[src/dsc_pkg.sv]
// Package holding the register map, reset values and field positions of the config bank.
package dsc_pkg;
    // Register indices; the bus byte address is four times the index.
    localparam logic [7:0] DSC_IDX_DRAM_ONE = 8'h24;
    localparam logic [7:0] DSC_IDX_DRAM_TWO = 8'h25;
    localparam logic [7:0] DSC_IDX_C_SHADOW = 8'h26;
    localparam int DSC_AXI_AW = 12;
    localparam logic [11:0] DSC_ADDR_DRAM_ONE = 12'h0090;
    localparam logic [11:0] DSC_ADDR_DRAM_TWO = 12'h0094;
    localparam logic [11:0] DSC_ADDR_C_SHADOW = 12'h0098;
    // Reset values.
    localparam logic [7:0] DSC_RST_DRAM_ONE = 8'h00;
    localparam logic [7:0] DSC_RST_DRAM_TWO = 8'h7C;
    localparam logic [7:0] DSC_RST_C_SHADOW = 8'h10;
    // Field positions.
    localparam int DSC_UPLOAD_BIT = 7;
    localparam int DSC_CFG_HI_LSB = 4;
    localparam int DSC_CFG_LO_LSB = 0;
    localparam int DSC_PIN_ROLE_BIT = 7;
    localparam int DSC_RD_TIME_LSB = 5;
    localparam int DSC_ISA_DIV_LSB = 0;
    localparam int DSC_ROM_WR_BIT = 7;
    localparam int DSC_COPY_BIT = 6;
    localparam int DSC_WPROT_BIT = 5;
    localparam int DSC_SH_EN_LSB = 0;
    // Memory segment codes, address bits 19:16.
    localparam logic [3:0] DSC_SEG_UPLOAD_SRC = 4'h3;
    localparam logic [3:0] DSC_SEG_UPLOAD_DST = 4'hB;
    localparam logic [3:0] DSC_SEG_ISA_LO = 4'hA;
    localparam logic [3:0] DSC_SEG_C = 4'hC;
    localparam logic [3:0] DSC_SEG_E = 4'hE;
    localparam logic [3:0] DSC_SEG_ROM = 4'hF;
    localparam logic [1:0] DSC_RESP_OKAY = 2'b00;
    localparam logic [1:0] DSC_RESP_SLVERR = 2'b10;
    localparam logic [2:0] DSC_DIV_MAX = 3'd6;
endpackage : dsc_pkg

[src/dsc_isa_clk_div.sv]
// Divider that makes the ISA bus clock enable pulse from the processor clock.
`timescale 1ns/100ps
`default_nettype none
module dsc_isa_clk_div
    import dsc_pkg::*;
(
    input wire logic sys_clk_i,
    input wire logic nrst_i,
    input wire logic [1:0] div_sel_i,
    output logic isa_bus_clock_o
);
    logic [2:0] cnt_r;
    logic [2:0] cnt_nxt;
    logic tick_r;
    logic tick_nxt;

    // Select 00 divides by six down to 11 dividing by three.
    function automatic logic [2:0] dsc_ratio(input logic [1:0] sel);
        dsc_ratio = DSC_DIV_MAX - {1'b0, sel};
    endfunction : dsc_ratio

    always_comb begin
        if (cnt_r >= dsc_ratio(div_sel_i) - 3'd1) begin
            cnt_nxt = 3'd0;
            tick_nxt = 1'b1;
        end else begin
            cnt_nxt = cnt_r + 3'd1;
            tick_nxt = 1'b0;
        end
    end

    always_ff @(posedge sys_clk_i) begin
        if (!nrst_i) begin
            cnt_r <= 3'd0;
            tick_r <= 1'b0;
        end else begin
            cnt_r <= cnt_nxt;
            tick_r <= tick_nxt;
        end
    end

    assign isa_bus_clock_o = tick_r;
endmodule : dsc_isa_clk_div
`default_nettype wire

[src/dsc_regs.sv]
// DRAM and C-segment shadow configuration bank with AXI4-Lite access and memory decode.
`timescale 1ns/100ps
`default_nettype none
module dsc_regs
    import dsc_pkg::*;
#(
    parameter int MEM_AW = 24
) (
    input wire logic sys_clk_i,
    input wire logic nrst_i,
    input wire logic [DSC_AXI_AW-1:0] s_axi_awaddr,
    input wire logic s_axi_awvalid,
    output logic s_axi_awready,
    input wire logic [31:0] s_axi_wdata,
    input wire logic [3:0] s_axi_wstrb,
    input wire logic s_axi_wvalid,
    output logic s_axi_wready,
    output logic [1:0] s_axi_bresp,
    output logic s_axi_bvalid,
    input wire logic s_axi_bready,
    input wire logic [DSC_AXI_AW-1:0] s_axi_araddr,
    input wire logic s_axi_arvalid,
    output logic s_axi_arready,
    output logic [31:0] s_axi_rdata,
    output logic [1:0] s_axi_rresp,
    output logic s_axi_rvalid,
    input wire logic s_axi_rready,
    input wire logic reset_strap_pin_i,
    input wire logic mem_cyc_i,
    input wire logic mem_write_i,
    input wire logic [MEM_AW-1:0] mem_addr_i,
    output logic [MEM_AW-1:0] mem_addr_o,
    output logic mem_to_dram_o,
    output logic mem_to_isa_o,
    output logic mem_write_drop_o,
    output logic rom_chip_select_n_o,
    output logic memory_direction_n_sel_o,
    output logic local_memory_n_sel_o,
    output logic [2:0] dram_cfg_hi_o,
    output logic [2:0] dram_cfg_lo_o,
    output logic [2:0] dram_read_leadoff_o,
    output logic [2:0] dram_read_burst_o,
    output logic dram_miss_write_ws_o,
    output logic isa_bus_clock_o
);
    logic [7:0] dram_one_r, dram_one_nxt;
    logic [7:0] dram_two_r, dram_two_nxt;
    logic [7:0] c_shadow_r, c_shadow_nxt;
    logic aw_held_r, aw_held_nxt;
    logic w_held_r, w_held_nxt;
    logic [DSC_AXI_AW-1:0] aw_addr_r, aw_addr_nxt;
    logic [7:0] w_byte_r, w_byte_nxt;
    logic w_lane_r, w_lane_nxt;
    logic bvalid_r, bvalid_nxt;
    logic [1:0] bresp_r, bresp_nxt;
    logic rvalid_r, rvalid_nxt;
    logic [1:0] rresp_r, rresp_nxt;
    logic [31:0] rdata_r, rdata_nxt;
    logic strap_meta_r, strap_sync_r, strap_low_r, strap_low_nxt;
    logic [MEM_AW-1:0] maddr_r, maddr_nxt;
    logic dram_r, dram_nxt, isa_r, isa_nxt, drop_r, drop_nxt, rom_chip_select_n_n_r, rom_chip_select_n_n_nxt;
    logic memory_direction_n_r, memory_direction_n_nxt, local_memory_n_r, local_memory_n_nxt;
    // Readies sit in their own flops so that no bus output passes through logic.
    logic awready_r, wready_r, arready_r;

    // Maps a byte address to a register select; 2'd3 means unmapped.
    function automatic logic [1:0] dsc_decode(input logic [DSC_AXI_AW-1:0] a);
        if (a == DSC_ADDR_DRAM_ONE) begin
            dsc_decode = 2'd0;
        end else if (a == DSC_ADDR_DRAM_TWO) begin
            dsc_decode = 2'd1;
        end else if (a == DSC_ADDR_C_SHADOW) begin
            dsc_decode = 2'd2;
        end else begin
            dsc_decode = 2'd3;
        end
    endfunction : dsc_decode

    // Write channel: address and data are held apart and joined once both arrived.
    always_comb begin
        aw_held_nxt = aw_held_r;
        w_held_nxt = w_held_r;
        aw_addr_nxt = aw_addr_r;
        w_byte_nxt = w_byte_r;
        w_lane_nxt = w_lane_r;
        bvalid_nxt = bvalid_r;
        bresp_nxt = bresp_r;
        dram_one_nxt = dram_one_r;
        dram_two_nxt = dram_two_r;
        c_shadow_nxt = c_shadow_r;
        if (s_axi_awvalid && !aw_held_r) begin
            aw_held_nxt = 1'b1;
            aw_addr_nxt = s_axi_awaddr;
        end
        if (s_axi_wvalid && !w_held_r) begin
            w_held_nxt = 1'b1;
            w_byte_nxt = s_axi_wdata[7:0];
            w_lane_nxt = s_axi_wstrb[0];
        end
        if (bvalid_r && s_axi_bready) begin
            bvalid_nxt = 1'b0;
        end
        if (aw_held_r && w_held_r && !bvalid_r) begin
            aw_held_nxt = 1'b0;
            w_held_nxt = 1'b0;
            bvalid_nxt = 1'b1;
            bresp_nxt = DSC_RESP_OKAY;
            // Reserved bits are stored as written, so software sees its own value back.
            if (dsc_decode(aw_addr_r) == 2'd0) begin
                if (w_lane_r) dram_one_nxt = w_byte_r;
            end else if (dsc_decode(aw_addr_r) == 2'd1) begin
                if (w_lane_r) dram_two_nxt = w_byte_r;
            end else if (dsc_decode(aw_addr_r) == 2'd2) begin
                if (w_lane_r) c_shadow_nxt = w_byte_r;
            end else begin
                bresp_nxt = DSC_RESP_SLVERR;
            end
        end
    end

    // Read channel: one read under way; data is valid the cycle after the address.
    always_comb begin
        rvalid_nxt = rvalid_r;
        rresp_nxt = rresp_r;
        rdata_nxt = rdata_r;
        if (rvalid_r && s_axi_rready) begin
            rvalid_nxt = 1'b0;
        end
        if (s_axi_arvalid && !rvalid_r) begin
            rvalid_nxt = 1'b1;
            rresp_nxt = DSC_RESP_OKAY;
            rdata_nxt = 32'h0000_0000;
            if (dsc_decode(s_axi_araddr) == 2'd0) begin
                rdata_nxt[7:0] = dram_one_r;
            end else if (dsc_decode(s_axi_araddr) == 2'd1) begin
                rdata_nxt[7:0] = dram_two_r;
            end else if (dsc_decode(s_axi_araddr) == 2'd2) begin
                rdata_nxt[7:0] = c_shadow_r;
            end else begin
                rresp_nxt = DSC_RESP_SLVERR;
            end
        end
    end

    // Memory decode, registered so a register write governs the following cycles only.
    always_comb begin
        logic [3:0] seg;
        logic [1:0] blk;
        logic in_copy;
        seg = mem_addr_i[19:16];
        blk = mem_addr_i[15:14];
        in_copy = (seg >= DSC_SEG_C) && (seg <= DSC_SEG_E);
        maddr_nxt = mem_addr_i;
        dram_nxt = 1'b0;
        isa_nxt = 1'b0;
        drop_nxt = 1'b0;
        rom_chip_select_n_n_nxt = 1'b1;
        if (mem_cyc_i) begin
            if (dram_one_r[DSC_UPLOAD_BIT] && seg == DSC_SEG_UPLOAD_SRC) begin
                maddr_nxt[19:16] = DSC_SEG_UPLOAD_DST;
            end
            if (seg < DSC_SEG_ISA_LO) begin
                dram_nxt = 1'b1;
            end else if (c_shadow_r[DSC_COPY_BIT] && in_copy) begin
                dram_nxt = mem_write_i;
                isa_nxt = !mem_write_i;
            end else if (seg == DSC_SEG_C && c_shadow_r[DSC_SH_EN_LSB + 32'(blk)]) begin
                // Protected writes are swallowed here rather than forwarded to ISA.
                dram_nxt = !(mem_write_i && c_shadow_r[DSC_WPROT_BIT]);
                drop_nxt = mem_write_i && c_shadow_r[DSC_WPROT_BIT];
            end else begin
                isa_nxt = 1'b1;
            end
            if (seg == DSC_SEG_ROM) begin
                rom_chip_select_n_n_nxt = mem_write_i && !c_shadow_r[DSC_ROM_WR_BIT];
            end
        end
        // The pin role only follows the bit when the strap came up low.
        memory_direction_n_nxt = strap_low_r && !dram_two_r[DSC_PIN_ROLE_BIT];
        local_memory_n_nxt = strap_low_r && dram_two_r[DSC_PIN_ROLE_BIT];
    end

    // The strap is caught while reset is held, after two synchronising flops.
    always_comb begin
        strap_low_nxt = strap_low_r;
        if (!nrst_i) begin
            strap_low_nxt = !strap_sync_r;
        end
    end

    always_ff @(posedge sys_clk_i) begin
        strap_meta_r <= reset_strap_pin_i;
        strap_sync_r <= strap_meta_r;
        strap_low_r <= strap_low_nxt;
    end

    always_ff @(posedge sys_clk_i) begin
        if (!nrst_i) begin
            dram_one_r <= DSC_RST_DRAM_ONE;
            dram_two_r <= DSC_RST_DRAM_TWO;
            c_shadow_r <= DSC_RST_C_SHADOW;
            aw_held_r <= 1'b0;
            w_held_r <= 1'b0;
            aw_addr_r <= '0;
            w_byte_r <= 8'h00;
            w_lane_r <= 1'b0;
            bvalid_r <= 1'b0;
            bresp_r <= DSC_RESP_OKAY;
            rvalid_r <= 1'b0;
            rresp_r <= DSC_RESP_OKAY;
            rdata_r <= 32'h0000_0000;
            maddr_r <= '0;
            dram_r <= 1'b0;
            isa_r <= 1'b0;
            drop_r <= 1'b0;
            rom_chip_select_n_n_r <= 1'b1;
            memory_direction_n_r <= 1'b0;
            local_memory_n_r <= 1'b0;
            awready_r <= 1'b1;
            wready_r <= 1'b1;
            arready_r <= 1'b1;
        end else begin
            dram_one_r <= dram_one_nxt;
            dram_two_r <= dram_two_nxt;
            c_shadow_r <= c_shadow_nxt;
            aw_held_r <= aw_held_nxt;
            w_held_r <= w_held_nxt;
            aw_addr_r <= aw_addr_nxt;
            w_byte_r <= w_byte_nxt;
            w_lane_r <= w_lane_nxt;
            bvalid_r <= bvalid_nxt;
            bresp_r <= bresp_nxt;
            rvalid_r <= rvalid_nxt;
            rresp_r <= rresp_nxt;
            rdata_r <= rdata_nxt;
            maddr_r <= maddr_nxt;
            dram_r <= dram_nxt;
            isa_r <= isa_nxt;
            drop_r <= drop_nxt;
            rom_chip_select_n_n_r <= rom_chip_select_n_n_nxt;
            memory_direction_n_r <= memory_direction_n_nxt;
            local_memory_n_r <= local_memory_n_nxt;
            awready_r <= !aw_held_nxt;
            wready_r <= !w_held_nxt;
            arready_r <= !rvalid_nxt;
        end
    end

    // Read burst timing: 00 gives 3-2-2-2, 01 and 10 give 4-3-3-3, 11 gives 5-4-4-4.
    logic [2:0] lead_r, burst_r;
    logic miss_ws_r;
    always_ff @(posedge sys_clk_i) begin
        if (!nrst_i) begin
            lead_r <= 3'd5;
            burst_r <= 3'd4;
            miss_ws_r <= 1'b0;
        end else begin
            case (dram_two_r[DSC_RD_TIME_LSB +: 2])
                2'b00: begin
                    lead_r <= 3'd3;
                    burst_r <= 3'd2;
                end
                2'b11: begin
                    lead_r <= 3'd5;
                    burst_r <= 3'd4;
                end
                default: begin
                    lead_r <= 3'd4;
                    burst_r <= 3'd3;
                end
            endcase
            miss_ws_r <= (dram_two_r[DSC_RD_TIME_LSB +: 2] == 2'b01);
        end
    end

    logic [2:0] cfg_hi_r, cfg_lo_r;
    always_ff @(posedge sys_clk_i) begin
        if (!nrst_i) begin
            cfg_hi_r <= 3'd0;
            cfg_lo_r <= 3'd0;
        end else begin
            cfg_hi_r <= dram_one_r[DSC_CFG_HI_LSB +: 3];
            cfg_lo_r <= dram_one_r[DSC_CFG_LO_LSB +: 3];
        end
    end

    dsc_isa_clk_div u_div (
        .sys_clk_i(sys_clk_i),
        .nrst_i(nrst_i),
        .div_sel_i(dram_two_r[DSC_ISA_DIV_LSB +: 2]),
        .isa_bus_clock_o(isa_bus_clock_o)
    );

    assign s_axi_awready = awready_r;
    assign s_axi_wready = wready_r;
    assign s_axi_bvalid = bvalid_r;
    assign s_axi_bresp = bresp_r;
    assign s_axi_arready = arready_r;
    assign s_axi_rvalid = rvalid_r;
    assign s_axi_rresp = rresp_r;
    assign s_axi_rdata = rdata_r;
    assign mem_addr_o = maddr_r;
    assign mem_to_dram_o = dram_r;
    assign mem_to_isa_o = isa_r;
    assign mem_write_drop_o = drop_r;
    assign rom_chip_select_n_o = rom_chip_select_n_n_r;
    assign memory_direction_n_sel_o = memory_direction_n_r;
    assign local_memory_n_sel_o = local_memory_n_r;
    assign dram_cfg_hi_o = cfg_hi_r;
    assign dram_cfg_lo_o = cfg_lo_r;
    assign dram_read_leadoff_o = lead_r;
    assign dram_read_burst_o = burst_r;
    assign dram_miss_write_ws_o = miss_ws_r;
endmodule : dsc_regs
`default_nettype wire
[config.mk]
export PLATFORM = sky130hd
export DESIGN_NAME = dsc_regs
export DESIGN_NICKNAME = d
export VERILOG_FILES = /design/src/dsc_pkg.sv /design/src/dsc_isa_clk_div.sv /design/src/dsc_regs.sv
export SDC_FILE = /design/constraint.sdc
export NUM_CORES = 1
export LEC_CHECK = 0
export BUFFER_PORTS_ARGS = -buffer_cell sky130_fd_sc_hd__buf_4
export CORE_MARGIN = 3
export CORE_UTILIZATION = 45
export DETAILED_ROUTE_END_ITERATION = 6
export PLACE_DENSITY_LB_ADDON = 0.15
export SKIP_CTS_REPAIR_TIMING = 1
export SYNTH_ARGS = -nofsm -noshare
export SYNTH_HDL_FRONTEND = slang
export SYNTH_HIERARCHICAL = 1
export SYNTH_SLANG_ARGS = --single-unit
[constraint.sdc]
create_clock -name sys_clk_i -period 1.7 [get_ports sys_clk_i]
set_clock_uncertainty 0.05 [all_clocks]
set_input_delay 0.34 -clock sys_clk_i [delete_from_list [all_inputs] [get_ports sys_clk_i]]
set_output_delay 0.34 -clock sys_clk_i [all_outputs]
set_load 0.01 [all_outputs]
---- Word-level counts from Yosys, hierarchy flattened ----
Index checks and enable logic that the tools add are counted.
word-level totals
  flip-flop bits (word level) ............. 114
  bits in latches ......................... 0
  bits in writable memories ............... 0
  memory bits (read-only) ................. 0
  input port bits ......................... 94
  output and inout port bits .............. 85
  word-level logic and storage cells ...... 147
  memories kept ........................... 0
operators by class
  add/sub/neg operators ................... 3
  multiply operators ...................... 0
  divide/modulo/power cells ............... 0
  $lt $le $gt $ge ......................... 5
  equal/unequal tests ..................... 15
  shifts and indexed selects .............. 0
  multiplexer cells ....................... 47
  bitwise operators ....................... 5
  reduce and logical (&&, ||, !) cells .... 39
operators with widths
  kind                                                                   number
  12-bit by 8-bit == test with 1-bit output (second input constant)      6
  2-bit two-way mux                                                      22
  8-bit two-way mux                                                      3
  1-bit two-way mux                                                      17
  1-bit logical AND                                                      15
  1-bit logical NOT                                                      12
  3-bit one-hot mux with 2 select lines                                  2
  4-bit == test (second input constant)                                  2
  4-bit two-way mux                                                      2
  2-bit by 1-bit == test with 1-bit output (second input constant)       3
  2-bit == test (second input constant)                                  3
  2-bit logical NOT                                                      3
  3-bit AND reduction                                                    2
  1-bit NOT                                                              5
  5-bit AND reduction                                                    1
  5-bit OR reduction                                                     1
  4-bit by 2-bit == test with 1-bit output (second input constant)       1
  4-bit >= comparator (second input constant)                            1
  4-bit <= comparator (second input constant)                            1
  2-bit by 4-bit < comparator with 1-bit output (second input constant)  1
  4-bit < comparator (second input constant)                             1
  4-bit AND reduction                                                    1
  3-bit by 1-bit adder with 3-bit output (second input constant)         1
  3-bit >= comparator                                                    1
  7 further kinds                                                        7

---- Depth between registers and ports, before layout ----
Gate-level depths: netlist of the first run.
  depth in word-level cells ............... 16
  depth in mapped cells ................... 5
  gate-level depth less buffers ........... 5

---- Cells and area by module ----
Netlist of the first run, hierarchy kept.
by module, submodules not included
  module           times used  cells each  area each (um2)  seq. area each (um2)
  dsc_regs         1           433         4051.4           2172.1
  dsc_isa_clk_div  1           22          217.7            80.1

---- Worst setup path after synthesis of the first run ----
Ideal clock, no wire load.
  path type ............................... flip-flop to flip-flop
  from .................................... register aw_addr_r[8]
  to ...................................... register c_shadow_r[0]
  setup time .............................. 72 ps
  arrival time ............................ 1378 ps
  required time ........................... 1578 ps
  path slack .............................. 200 ps
  stages on the path, launching flop included .. 6
  path buffers ............................ 1
  period minus slack after synthesis ...... 1500 ps
  cell sequence ........................... dfxtp_1 nor4_4 nand4_2 nor3b_1 buf_4 mux2i_1
between the ends
  word-level cells in the longest chain between the ends .. 9
  elaborated cells between the ends (all ways) .. 18
  those cells by class .................... eq/ne (5); mux (9); bitwise (2); reduce/logical (2)
ends and longest elaborated chain
  item                                                                                  RTL line                          text
  from (decl)                                                                           dsc_regs.sv:51                    logic [DSC_AXI_AW-1:0] aw_addr_r, aw_addr_nxt;
  from (signal assigned)                                                                dsc_regs.sv:228                   aw_addr_r <= aw_addr_nxt;
  12-bit by 8-bit == test with 1-bit output                                             dsc_regs.sv:72                    end else if (a == DSC_ADDR_C_SHADOW) begin
  1-bit two-way mux                                                                     dsc_regs.sv:72
  2-bit two-way mux                                                                     dsc_regs.sv:70                    end else if (a == DSC_ADDR_DRAM_TWO) begin
  2-bit two-way mux (*)                                                                 dsc_regs.sv:68                    if (a == DSC_ADDR_DRAM_ONE) begin
  2-bit two-way mux, on equally long branches                                           dsc_regs.sv:111, dsc_regs.sv:109
  2-bit two-way mux, on equally long branches                                           dsc_regs.sv:109, dsc_regs.sv:103
  2-bit two-way mux / 2-bit by 1-bit == test with 1-bit output (equally long branches)  dsc_regs.sv:103, dsc_regs.sv:111
  2-bit == test / 1-bit NOT (equally long branches)                                     n/a
  5-bit AND reduction (no line) (*)                                                     n/a
  to (signal assigned)                                                                  dsc_regs.sv:225                   c_shadow_r <= c_shadow_nxt;
  to (decl)                                                                             dsc_regs.sv:48                    logic [7:0] c_shadow_r, c_shadow_nxt;
Every way passes the cells marked *; elsewhere a longest branch is shown, timed or not. The select of a mux whose other input is x is not followed.
A chain may end at the register's enable or synchronous reset.

---- Final worst setup path of the first run ----
  from .................................... register aw_addr_r[6]
  to ...................................... register c_shadow_r[2]
Same word-level chain as after synthesis.

==> metrics, run 1 <==
clk buf depth=2; Final Instance Count excl. Fillers=717; first-pass GRT wire length=13.47 mm; cell taking the most area after synthesis=dfxtp_1; total CTS buffers=9; area of the multi-input gates=0.001759 sq mm; die area=0.01069 sq mm; ys flop type=dfxtp_1; Slowest-stage cell, CP=and4bb_2; CP Launch Point=aw_addr_r[6]$_SDFFE_PN0P_; top-level I/O count=179; Worst Setup End Kind=flop; Lkg Pwr=0.002614 uW; Area Growth Syn to Fin=30.28%; antenna cells=0; HP Class=in -> reg; critical setup path kind=reg -> reg; Synth Cell Area=0.004269 sq mm; grt total ovfl=0; crit path cell chain=and4bb_2, nand4_2, nor3b_2, buf_6, mux2i_2; cell with the most instances after synthesis=dfxtp_1; max incr delay on CP=0.37 ns; most frequent cells after synthesis=111 x dfxtp_1, 96 x nand2_1, 33 x a21oi_1; largest net degree at the start of global routing=23; fin crit share=94.15%; FILL cells=794; Layout Nets=689; reg2reg setup slack=0.1 ns; Starting Density=47.56%; Netlist cell types=46; Final setup viols=0; DR pass1 iterations=4; Std-Cell Rows=34; Clock H-tree levels=3; synthesized flop and latch total=112; final instance area=0.005562 sq mm; reg2reg start=aw_addr_r[6]$_SDFFE_PN0P_; TritonCTS clock tree=yes; First DRT Iteration DRCs=79; outcome=complete, no violations; vias in the first global route=3004; DRC violations left=0; dpl cell area=0.005313 sq mm; final WL=8.795 mm; HP Start=reset_strap_pin_i; HPWL after detailed placement=6.834 mm; core area=0.008976 sq mm; register area=0.002253 sq mm; WHS Path Cells=1; critical path peak fanout=8; RSZ-0062 raised after global routing=yes; final core utilization=61.96%; Synth async-reset ratio=0%; EDFF count, synth=1; Skew-Pair Late Insertion Delay=0.36 ns; Max IR drop VDD=0.0005616 V; clock sink total=112; cell area power density=903.9 mW/mm^2; gp weighted congestion=0.8475; Cells after Synth=455; register area share after synthesis=52.75%; Fin. Hold Viols=0; relative slew slack=55.02%; WL/cell=12.27 um; share of the synthesized area in the top cell type=52.05%; CTS Root Cell=clkbuf_8; die width=103.4 um; share of cells above drive strength 1=28.76%; DP Cell Count=701; Synth area leaders=dfxtp_1 52%, nand2_1 8.4%, mux2i_1 5.6%; initial antenna violation count=0; WHS Endpoint=strap_meta_r$_DFF_P_; Worst-Margin Slew=0.6732 ns; IO Port Bufs=125; post-route ant nets=0; Die Ht=103.4 um; Power, Total=5027 uW; CP required=1.94 ns; Startpoint Class=flop; Max Slew Vio Count=0; maximum clock rate=0.6248 GHz; Vias=3303; Max Cap Violations=0; syn_area_per_cell=9.383 sq um; min Tclk post-route=1.601 ns; Worst-path clk slew=0.11 ns; number of vias per cell=4.607; Worst EP arrival=1.84 ns; Reg-to-Reg End=c_shadow_r[2]$_SDFFE_PN0P_; GRT Total Usage=16.01%; Yosys Warn Count=6; Register-to-Register Path Depth=5
registers in the layout, indices dropped and copies added (netlist names), 3 cells and up:
register	cells
mem_addr_o	24
aw_addr_r	12
c_shadow_r	8
dram_one_r	8
dram_two_r	8
s_axi_rdata	8
w_byte_r	8
dram_cfg_hi_o	3
dram_cfg_lo_o	3
dram_read_burst_o	3
dram_read_leadoff_o	3
u_div/cnt_r	3
cells in the final DEF, fill, tap and decap left out, types with 16 or more instances in the layout:
master,instances
nand2_1,96
buf_4,138
inv_1,26
nor2_1,16
conb_1,26
dfxtp_1,110
mux2i_1,23
and2_1,28
a21oi_1,33
routing by layer:
metal	routed length [um]	global-route usage (%)	part of all wire [%]	up-vias
met5	0	0	0	-
met4	155	7.570	1.8	0
met3	626	4.024	7.1	12
met2	4118	26.03	47	115
met1	3894	19.86	44	1483
li1	-	-	-	1693
critical path: cells and delay by family, from the launching register on:
kind                   cells  cell delay (ns)
multiplexers               1             0.22
flip-flops                 1             0.32
AND/OR/NAND/NOR            3             0.75
buffers and inverters      1             0.19
where the power goes:
group	switching, uW	internal [uW]
Combinational	251	263
Sequential	48.4	2720
Clock	896	848
stage by stage:
| step | setup slack, ns | hold slack [ns] | setup TNS, ns |
|---|---|---|---|
| after global routing | -0.01527 | 0.01272 | -0.01527 |
| final | 0.09944 | 0.02503 | 0 |
| after CTS | -0.01255 | 0.01020 | -0.01255 |
| after floorplan | 0.2004 | 0.2596 | 0 |
| after detailed placement | -0.05878 | 0.2628 | -0.2968 |
| after global placement | -0.005487 | 0.2644 | -0.01065 |
final cells by class:
class,instances,area share [%]
Sequential cell,112,40.52
Multi-Input combinational cell,297,31.63
Timing Repair Buffer,140,19.19
Tap cell,126,2.835
Clock buffer,9,2.227
Clock inverter,7,1.845
Inverter,26,1.755
worst max-delay path by stage:
stage                                   to  cells past startpoint
3_5_place_dp   s_axi_rdata[4]$_SDFFE_PN0P_                      5
6_report        c_shadow_r[2]$_SDFFE_PN0P_                      5
5_1_grt         c_shadow_r[2]$_SDFFE_PN0P_                      5
3_3_place_gp   s_axi_rdata[4]$_SDFFE_PN0P_                      5
2_1_floorplan   c_shadow_r[0]$_SDFFE_PN0P_                      5
4_1_cts         c_shadow_r[2]$_SDFFE_PN0P_                      5
logic make-up after synthesis:
kind of cell,synth area share (%)
AO/OA/AOI/OAI,7.855
XOR/XNOR,0.2052
adder cells (fa/ha/maj),2.638
buffers and inverters,8.646
flip-flops,52.75
multiplexers,6.155
other,0.08784
AND/OR/NAND/NOR,21.66
Power figures use the tool's default switching activity.
==> run 2, diff against run 1 <==
clock period = 1.89 ns   (was 1.7 ns; I/O delays follow)
==> run 2 against run 1 <==
  * Final area shrank 1.8%
  * Setup slack gained 0.11 ns
  * Critical path depth is the same
  * Via count shrank 2.4%
  * Maximum frequency shrank 4.7%
  * Core utilization shrank 1.1 points
  * Global-route usage grew 0.14 points
==> metrics, run 2 (synthesized netlist as in run 1, its figures left out) <==
outcome=complete, no violations (unchanged); Worst EP arrival=1.93 ns (was 1.84 ns); relative slew slack=54.28% (was 55.02%); Final setup viols=0 (unchanged); Starting Density=47.56% (unchanged); grt total ovfl=0 (unchanged); First DRT Iteration DRCs=57 (was 79); Slowest-stage cell, CP=nor4_4 (was and4bb_2); number of vias per cell=4.528 (was 4.607); dpl cell area=0.005263 sq mm (was 0.005313 sq mm); Area Growth Syn to Fin=27.93% (was 30.28%); Max Slew Vio Count=0 (unchanged); FILL cells=794 (unchanged); first-pass GRT wire length=13.69 mm (was 13.47 mm); DP Cell Count=696 (was 701); Startpoint Class=flop (unchanged); CP required=2.14 ns (was 1.94 ns); DRC violations left=0 (unchanged); vias in the first global route=3072 (was 3004); Fin. Hold Viols=0 (unchanged); Die Ht=103.4 um (unchanged); Worst-path clk slew=0.11 ns (about the same); dpl ws=0.1010 ns (was -0.05878 ns); post-route ant nets=0 (unchanged); Max Cap Violations=0 (unchanged); share of cells above drive strength 1=27.65% (was 28.76%); DR pass1 iterations=4 (unchanged); Worst-Margin Slew=0.6844 ns (was 0.6732 ns); setup TNS=0 ns (unchanged); min Tclk post-route=1.679 ns (was 1.601 ns); Worst Setup End Kind=flop (unchanged); final instance area=0.005461 sq mm (was 0.005562 sq mm); gp weighted congestion=0.8212 (was 0.8475); HP Class=in -> reg (unchanged); core area=0.008976 sq mm (unchanged); die area=0.01069 sq mm (unchanged); HPWL after detailed placement=6.694 mm (was 6.834 mm); GRT Total Usage=16.15% (was 16.01%); cell area power density=789.5 mW/mm^2 (was 903.9 mW/mm^2); RSZ-0062 raised after global routing=no (was yes); top-level I/O count=179 (unchanged); Final Instance Count excl. Fillers=712 (was 717); initial antenna violation count=0 (unchanged); final WL=8.572 mm (was 8.795 mm); largest net degree at the start of global routing=28 (was 23); max FFs per register=24 (unchanged); hold_ws=0.06531 ns (was 0.02503 ns); IO Port Bufs=125 (unchanged); CTS Root Cell=clkbuf_8 (unchanged); commonest non-fill, non-tap cell in the layout=buf_4 (unchanged); clock sink total=112 (unchanged); clk buf depth=2 (unchanged); total CTS buffers=9 (unchanged); WL/cell=12.04 um (was 12.27 um); maximum clock rate=0.5954 GHz (was 0.6248 GHz); Clock H-tree levels=3 (unchanged); reg2reg setup slack=0.21 ns (was 0.1 ns); Skew-Pair Late Insertion Delay=0.36 ns (about the same); fin crit share=88.86% (was 94.15%); Max IR drop VDD=0.0003854 V (was 0.0005616 V); critical path peak fanout=8 (unchanged); crit path cell chain=nor4_4, nand4_2, nor3b_1, buf_4, mux2i_1 (was and4bb_2, nand4_2, nor3b_2, buf_6, mux2i_2); die width=103.4 um (unchanged); antenna cells=0 (unchanged); final setup margin=0.2106 ns (was 0.09944 ns); critical setup path kind=reg -> reg (unchanged); TritonCTS clock tree=yes (unchanged); Layout Nets=684 (was 689); Lkg Pwr=0.002581 uW (was 0.002614 uW); most frequent cells in the layout=135 x buf_4, 111 x dfxtp_1, 96 x nand2_1, 33 x a21oi_1, 28 x and2_1 (was 138 x buf_4, 110 x dfxtp_1, 96 x nand2_1, 33 x a21oi_1, 28 x and2_1); Std-Cell Rows=34 (unchanged); Vias=3224 (was 3303); max incr delay on CP=0.38 ns (was 0.37 ns)
[run 2: cell count changes in the layout (fill, tap and decap cells not counted), moves of 2 or more]
cell and change:
clkinv_8 +2, bufinv_16 -2, inv_6 +2, buf_4 -3
[run 2: metrics by stage]
step / total power, uW / util (%)
floorplan: 2806 / -
global placement: 2985 / 58.63
detailed placement: 2997 / 58.63
CTS: 4370 / 60.84
global route: 4521 / 60.84
finish: 4312 / 60.84
[run 2: report_power, final]
group / internal (uW) / switching (uW)
registers: 2450 / 44.7
clock network: 519 / 856
logic: 228 / 218
total: 3190 / 1120
[run 2: layout make-up]
| class | instances | area [sq um] | area share, % |
|---|---|---|---|
| clock buffers | 9 | 123.9 | 2.268 |
| clock inverters | 7 | 75.07 | 1.375 |
| inverters | 26 | 97.59 | 1.787 |
| multi-input cells | 297 | 1742 | 31.89 |
| flip-flops and latches | 112 | 2252 | 41.24 |
| well taps | 126 | 157.7 | 2.887 |
| repair buffers | 135 | 1013 | 18.56 |
[run 2: critical path: cells and delay by family (launching register included)]
| family | cells | cell delay [ns] |
|---|---|---|
| AND/OR/NAND/NOR | 3 | 0.79 |
| buffers and inverters | 1 | 0.23 |
| flip-flops | 1 | 0.35 |
| multiplexers | 1 | 0.20 |
[run 2: worst paths after layout]
| kind | startpoint | endpoint | depth (start not counted) |
|---|---|---|---|
| hold reg to reg | strap_meta_r$_DFF_P_ | strap_sync_r$_DFF_P_ | 0 |
| hold / removal | reset_strap_pin_i | strap_meta_r$_DFF_P_ | 1 |
| setup / recovery | aw_addr_r[8]$_SDFFE_PN0P_ | c_shadow_r[2]$_SDFFE_PN0P_ | 5 |
| setup reg to reg | aw_addr_r[8]$_SDFFE_PN0P_ | c_shadow_r[2]$_SDFFE_PN0P_ | 5 |
[run 2: per-layer routing]
layer  vias to the layer above  global-route usage [%]  wire (um)
met5                         -                       0          0
met4                         0                   6.673        142
met3                        13                   3.756        525
met2                        97                   26.72       4075
met1                      1432                   20.24       3828
li1                       1682                       -          -
==> run 3, diff against run 2 <==
RECOVER_POWER = 50   (was unset)
==> run 3 against run 2 <==
  * Combinational power shrank 4.9%
  * Via count grew 0.12%
  * Non-clock buffer count is the same
  * Maximum frequency shrank 0.14%
  * First-iteration DRC count grew 8.8%
  * Final area shrank 2.0%
  * Final cell count is the same
  * Clock-buffer cell count is the same
  * Wire length grew 0.22%
  * Critical endpoint unchanged
==> metrics, run 3 (synthesized netlist as in run 1, its figures left out) <==
outcome=complete, no violations (unchanged); DR pass1 iterations=6 (was 4); min Tclk post-route=1.682 ns (was 1.679 ns); Max IR drop VDD=0.0003843 V (was 0.0003854 V); Starting Density=47.56% (unchanged); final WL=8.591 mm (was 8.572 mm); critical path peak fanout=8 (unchanged); largest net degree at the start of global routing=28 (unchanged); IO Port Bufs=125 (unchanged); maximum clock rate=0.5946 GHz (was 0.5954 GHz); Skew-Pair Late Insertion Delay=0.36 ns (about the same); top-level I/O count=179 (unchanged); initial antenna violation count=0 (unchanged); Max Cap Violations=0 (unchanged); gp weighted congestion=0.8212 (unchanged); grt total ovfl=0 (unchanged); GRT Total Usage=16.15% (unchanged); Worst EP arrival=1.93 ns (about the same); die width=103.4 um (unchanged); RSZ-0062 raised after global routing=no (unchanged); TritonCTS clock tree=yes (unchanged); critical setup path kind=reg -> reg (unchanged); cell area power density=800.8 mW/mm^2 (was 789.5 mW/mm^2); Lkg Pwr=0.002461 uW (was 0.002581 uW); vias in the first global route=3072 (unchanged); setup TNS=0 ns (unchanged); total CTS buffers=9 (unchanged); WL/cell=12.07 um (was 12.04 um); First DRT Iteration DRCs=62 (was 57); Fin. Hold Viols=0 (unchanged); clk buf depth=2 (unchanged); CP required=2.14 ns (about the same); HP Class=in -> reg (unchanged); share of cells above drive strength 1=22.70% (was 27.65%); post-route ant nets=0 (unchanged); fin crit share=88.98% (was 88.86%); Layout Nets=684 (unchanged); HPWL after detailed placement=6.694 mm (unchanged); core area=0.008976 sq mm (unchanged); Std-Cell Rows=34 (unchanged); commonest non-fill, non-tap cell in the layout=dfxtp_1 (was buf_4); Max Slew Vio Count=0 (unchanged); Startpoint Class=flop (unchanged); Die Ht=103.4 um (unchanged); DRC violations left=0 (unchanged); hold_ws=0.08674 ns (was 0.06531 ns); die area=0.01069 sq mm (unchanged); Worst Setup End Kind=flop (unchanged); Vias=3228 (was 3224); Worst-path clk slew=0.11 ns (about the same); most frequent cells in the layout=111 x dfxtp_1, 103 x buf_4, 96 x nand2_1, 33 x a21oi_1, 29 x clkbuf_1 (was 135 x buf_4, 111 x dfxtp_1, 96 x nand2_1, 33 x a21oi_1, 28 x and2_1); Area Growth Syn to Fin=25.32% (was 27.93%); Worst-Margin Slew=0.6840 ns (was 0.6844 ns); first-pass GRT wire length=13.69 mm (unchanged); Final setup viols=0 (unchanged); antenna cells=0 (unchanged); Clock H-tree levels=3 (unchanged); clock sink total=112 (unchanged); max FFs per register=24 (unchanged); CTS Root Cell=clkbuf_8 (unchanged); relative slew slack=54.31% (was 54.28%); number of vias per cell=4.534 (was 4.528)
[run 3: cell count changes in the layout (fill, tap and decap cells not counted)]
| cell | delta |
|---|---|
| clkbuf_1 | +29 |
| clkbuf_4 | +2 |
| and2_1 | -7 |
| clkbuf_2 | +1 |
| buf_4 | -32 |
| and2_0 | +7 |
[run 3: final timing paths]
| check | from | end | slack, ns | cells after the start |
|---|---|---|---|---|
| min | reset_strap_pin_i | strap_meta_r$_DFF_P_ | 0.09 | 1 |
| max | aw_addr_r[8]$_SDFFE_PN0P_ | c_shadow_r[2]$_SDFFE_PN0P_ | 0.21 | 5 |
| max reg2reg | aw_addr_r[8]$_SDFFE_PN0P_ | c_shadow_r[2]$_SDFFE_PN0P_ | 0.21 | 5 |
| min reg2reg | strap_meta_r$_DFF_P_ | strap_sync_r$_DFF_P_ | 0.29 | 0 |
[run 3: layer usage]
metal	global-route usage (%)	vias up	wire [um]
li1	-	1685	-
met1	20.24	1426	3833
met2	26.72	104	4045
met3	3.756	13	569
met4	6.673	0	142
met5	0	-	0
[run 3: layout make-up]
type / instances / area, sq um
multi-input combinational: 297 / 1742
inverter: 26 / 97.59
sequential: 112 / 2252
clock buffer: 9 / 123.9
clock inverter: 7 / 75.07
tap: 126 / 157.7
timing repair buffer: 135 / 902.1
fill: 817 / 3626
[run 3: critical path, cell delays in order (launching register included)]
cell and delay [ns]:
dfxtp_1 0.35, nor4_4 0.38, nand4_2 0.18, nor3b_1 0.23, buf_4 0.23, mux2i_1 0.20
[run 3: power by group]
group | internal (uW) | switching (uW)
Sequential | 2450 | 44.1
Combinational | 206 | 218
Clock | 518 | 851
[run 3: per-stage QoR]
| stage | setup slack (ns) | util, % | power (uW) | instance area (sq um) | cells |
|---|---|---|---|---|---|
| after global routing | 0.03391 | 59.60 | 4498 | 5350 | 712 |
| final | 0.2083 | 59.60 | 4284 | 5350 | 712 |
| after detailed placement | 0.1010 | 58.63 | 2997 | 5263 | 696 |
| after floorplan | 0.3672 | - | 2806 | 4363 | 480 |
| after CTS | 0.1760 | 60.84 | 4370 | 5461 | 712 |
| after global placement | 0.1274 | 58.63 | 2985 | 5263 | 696 |
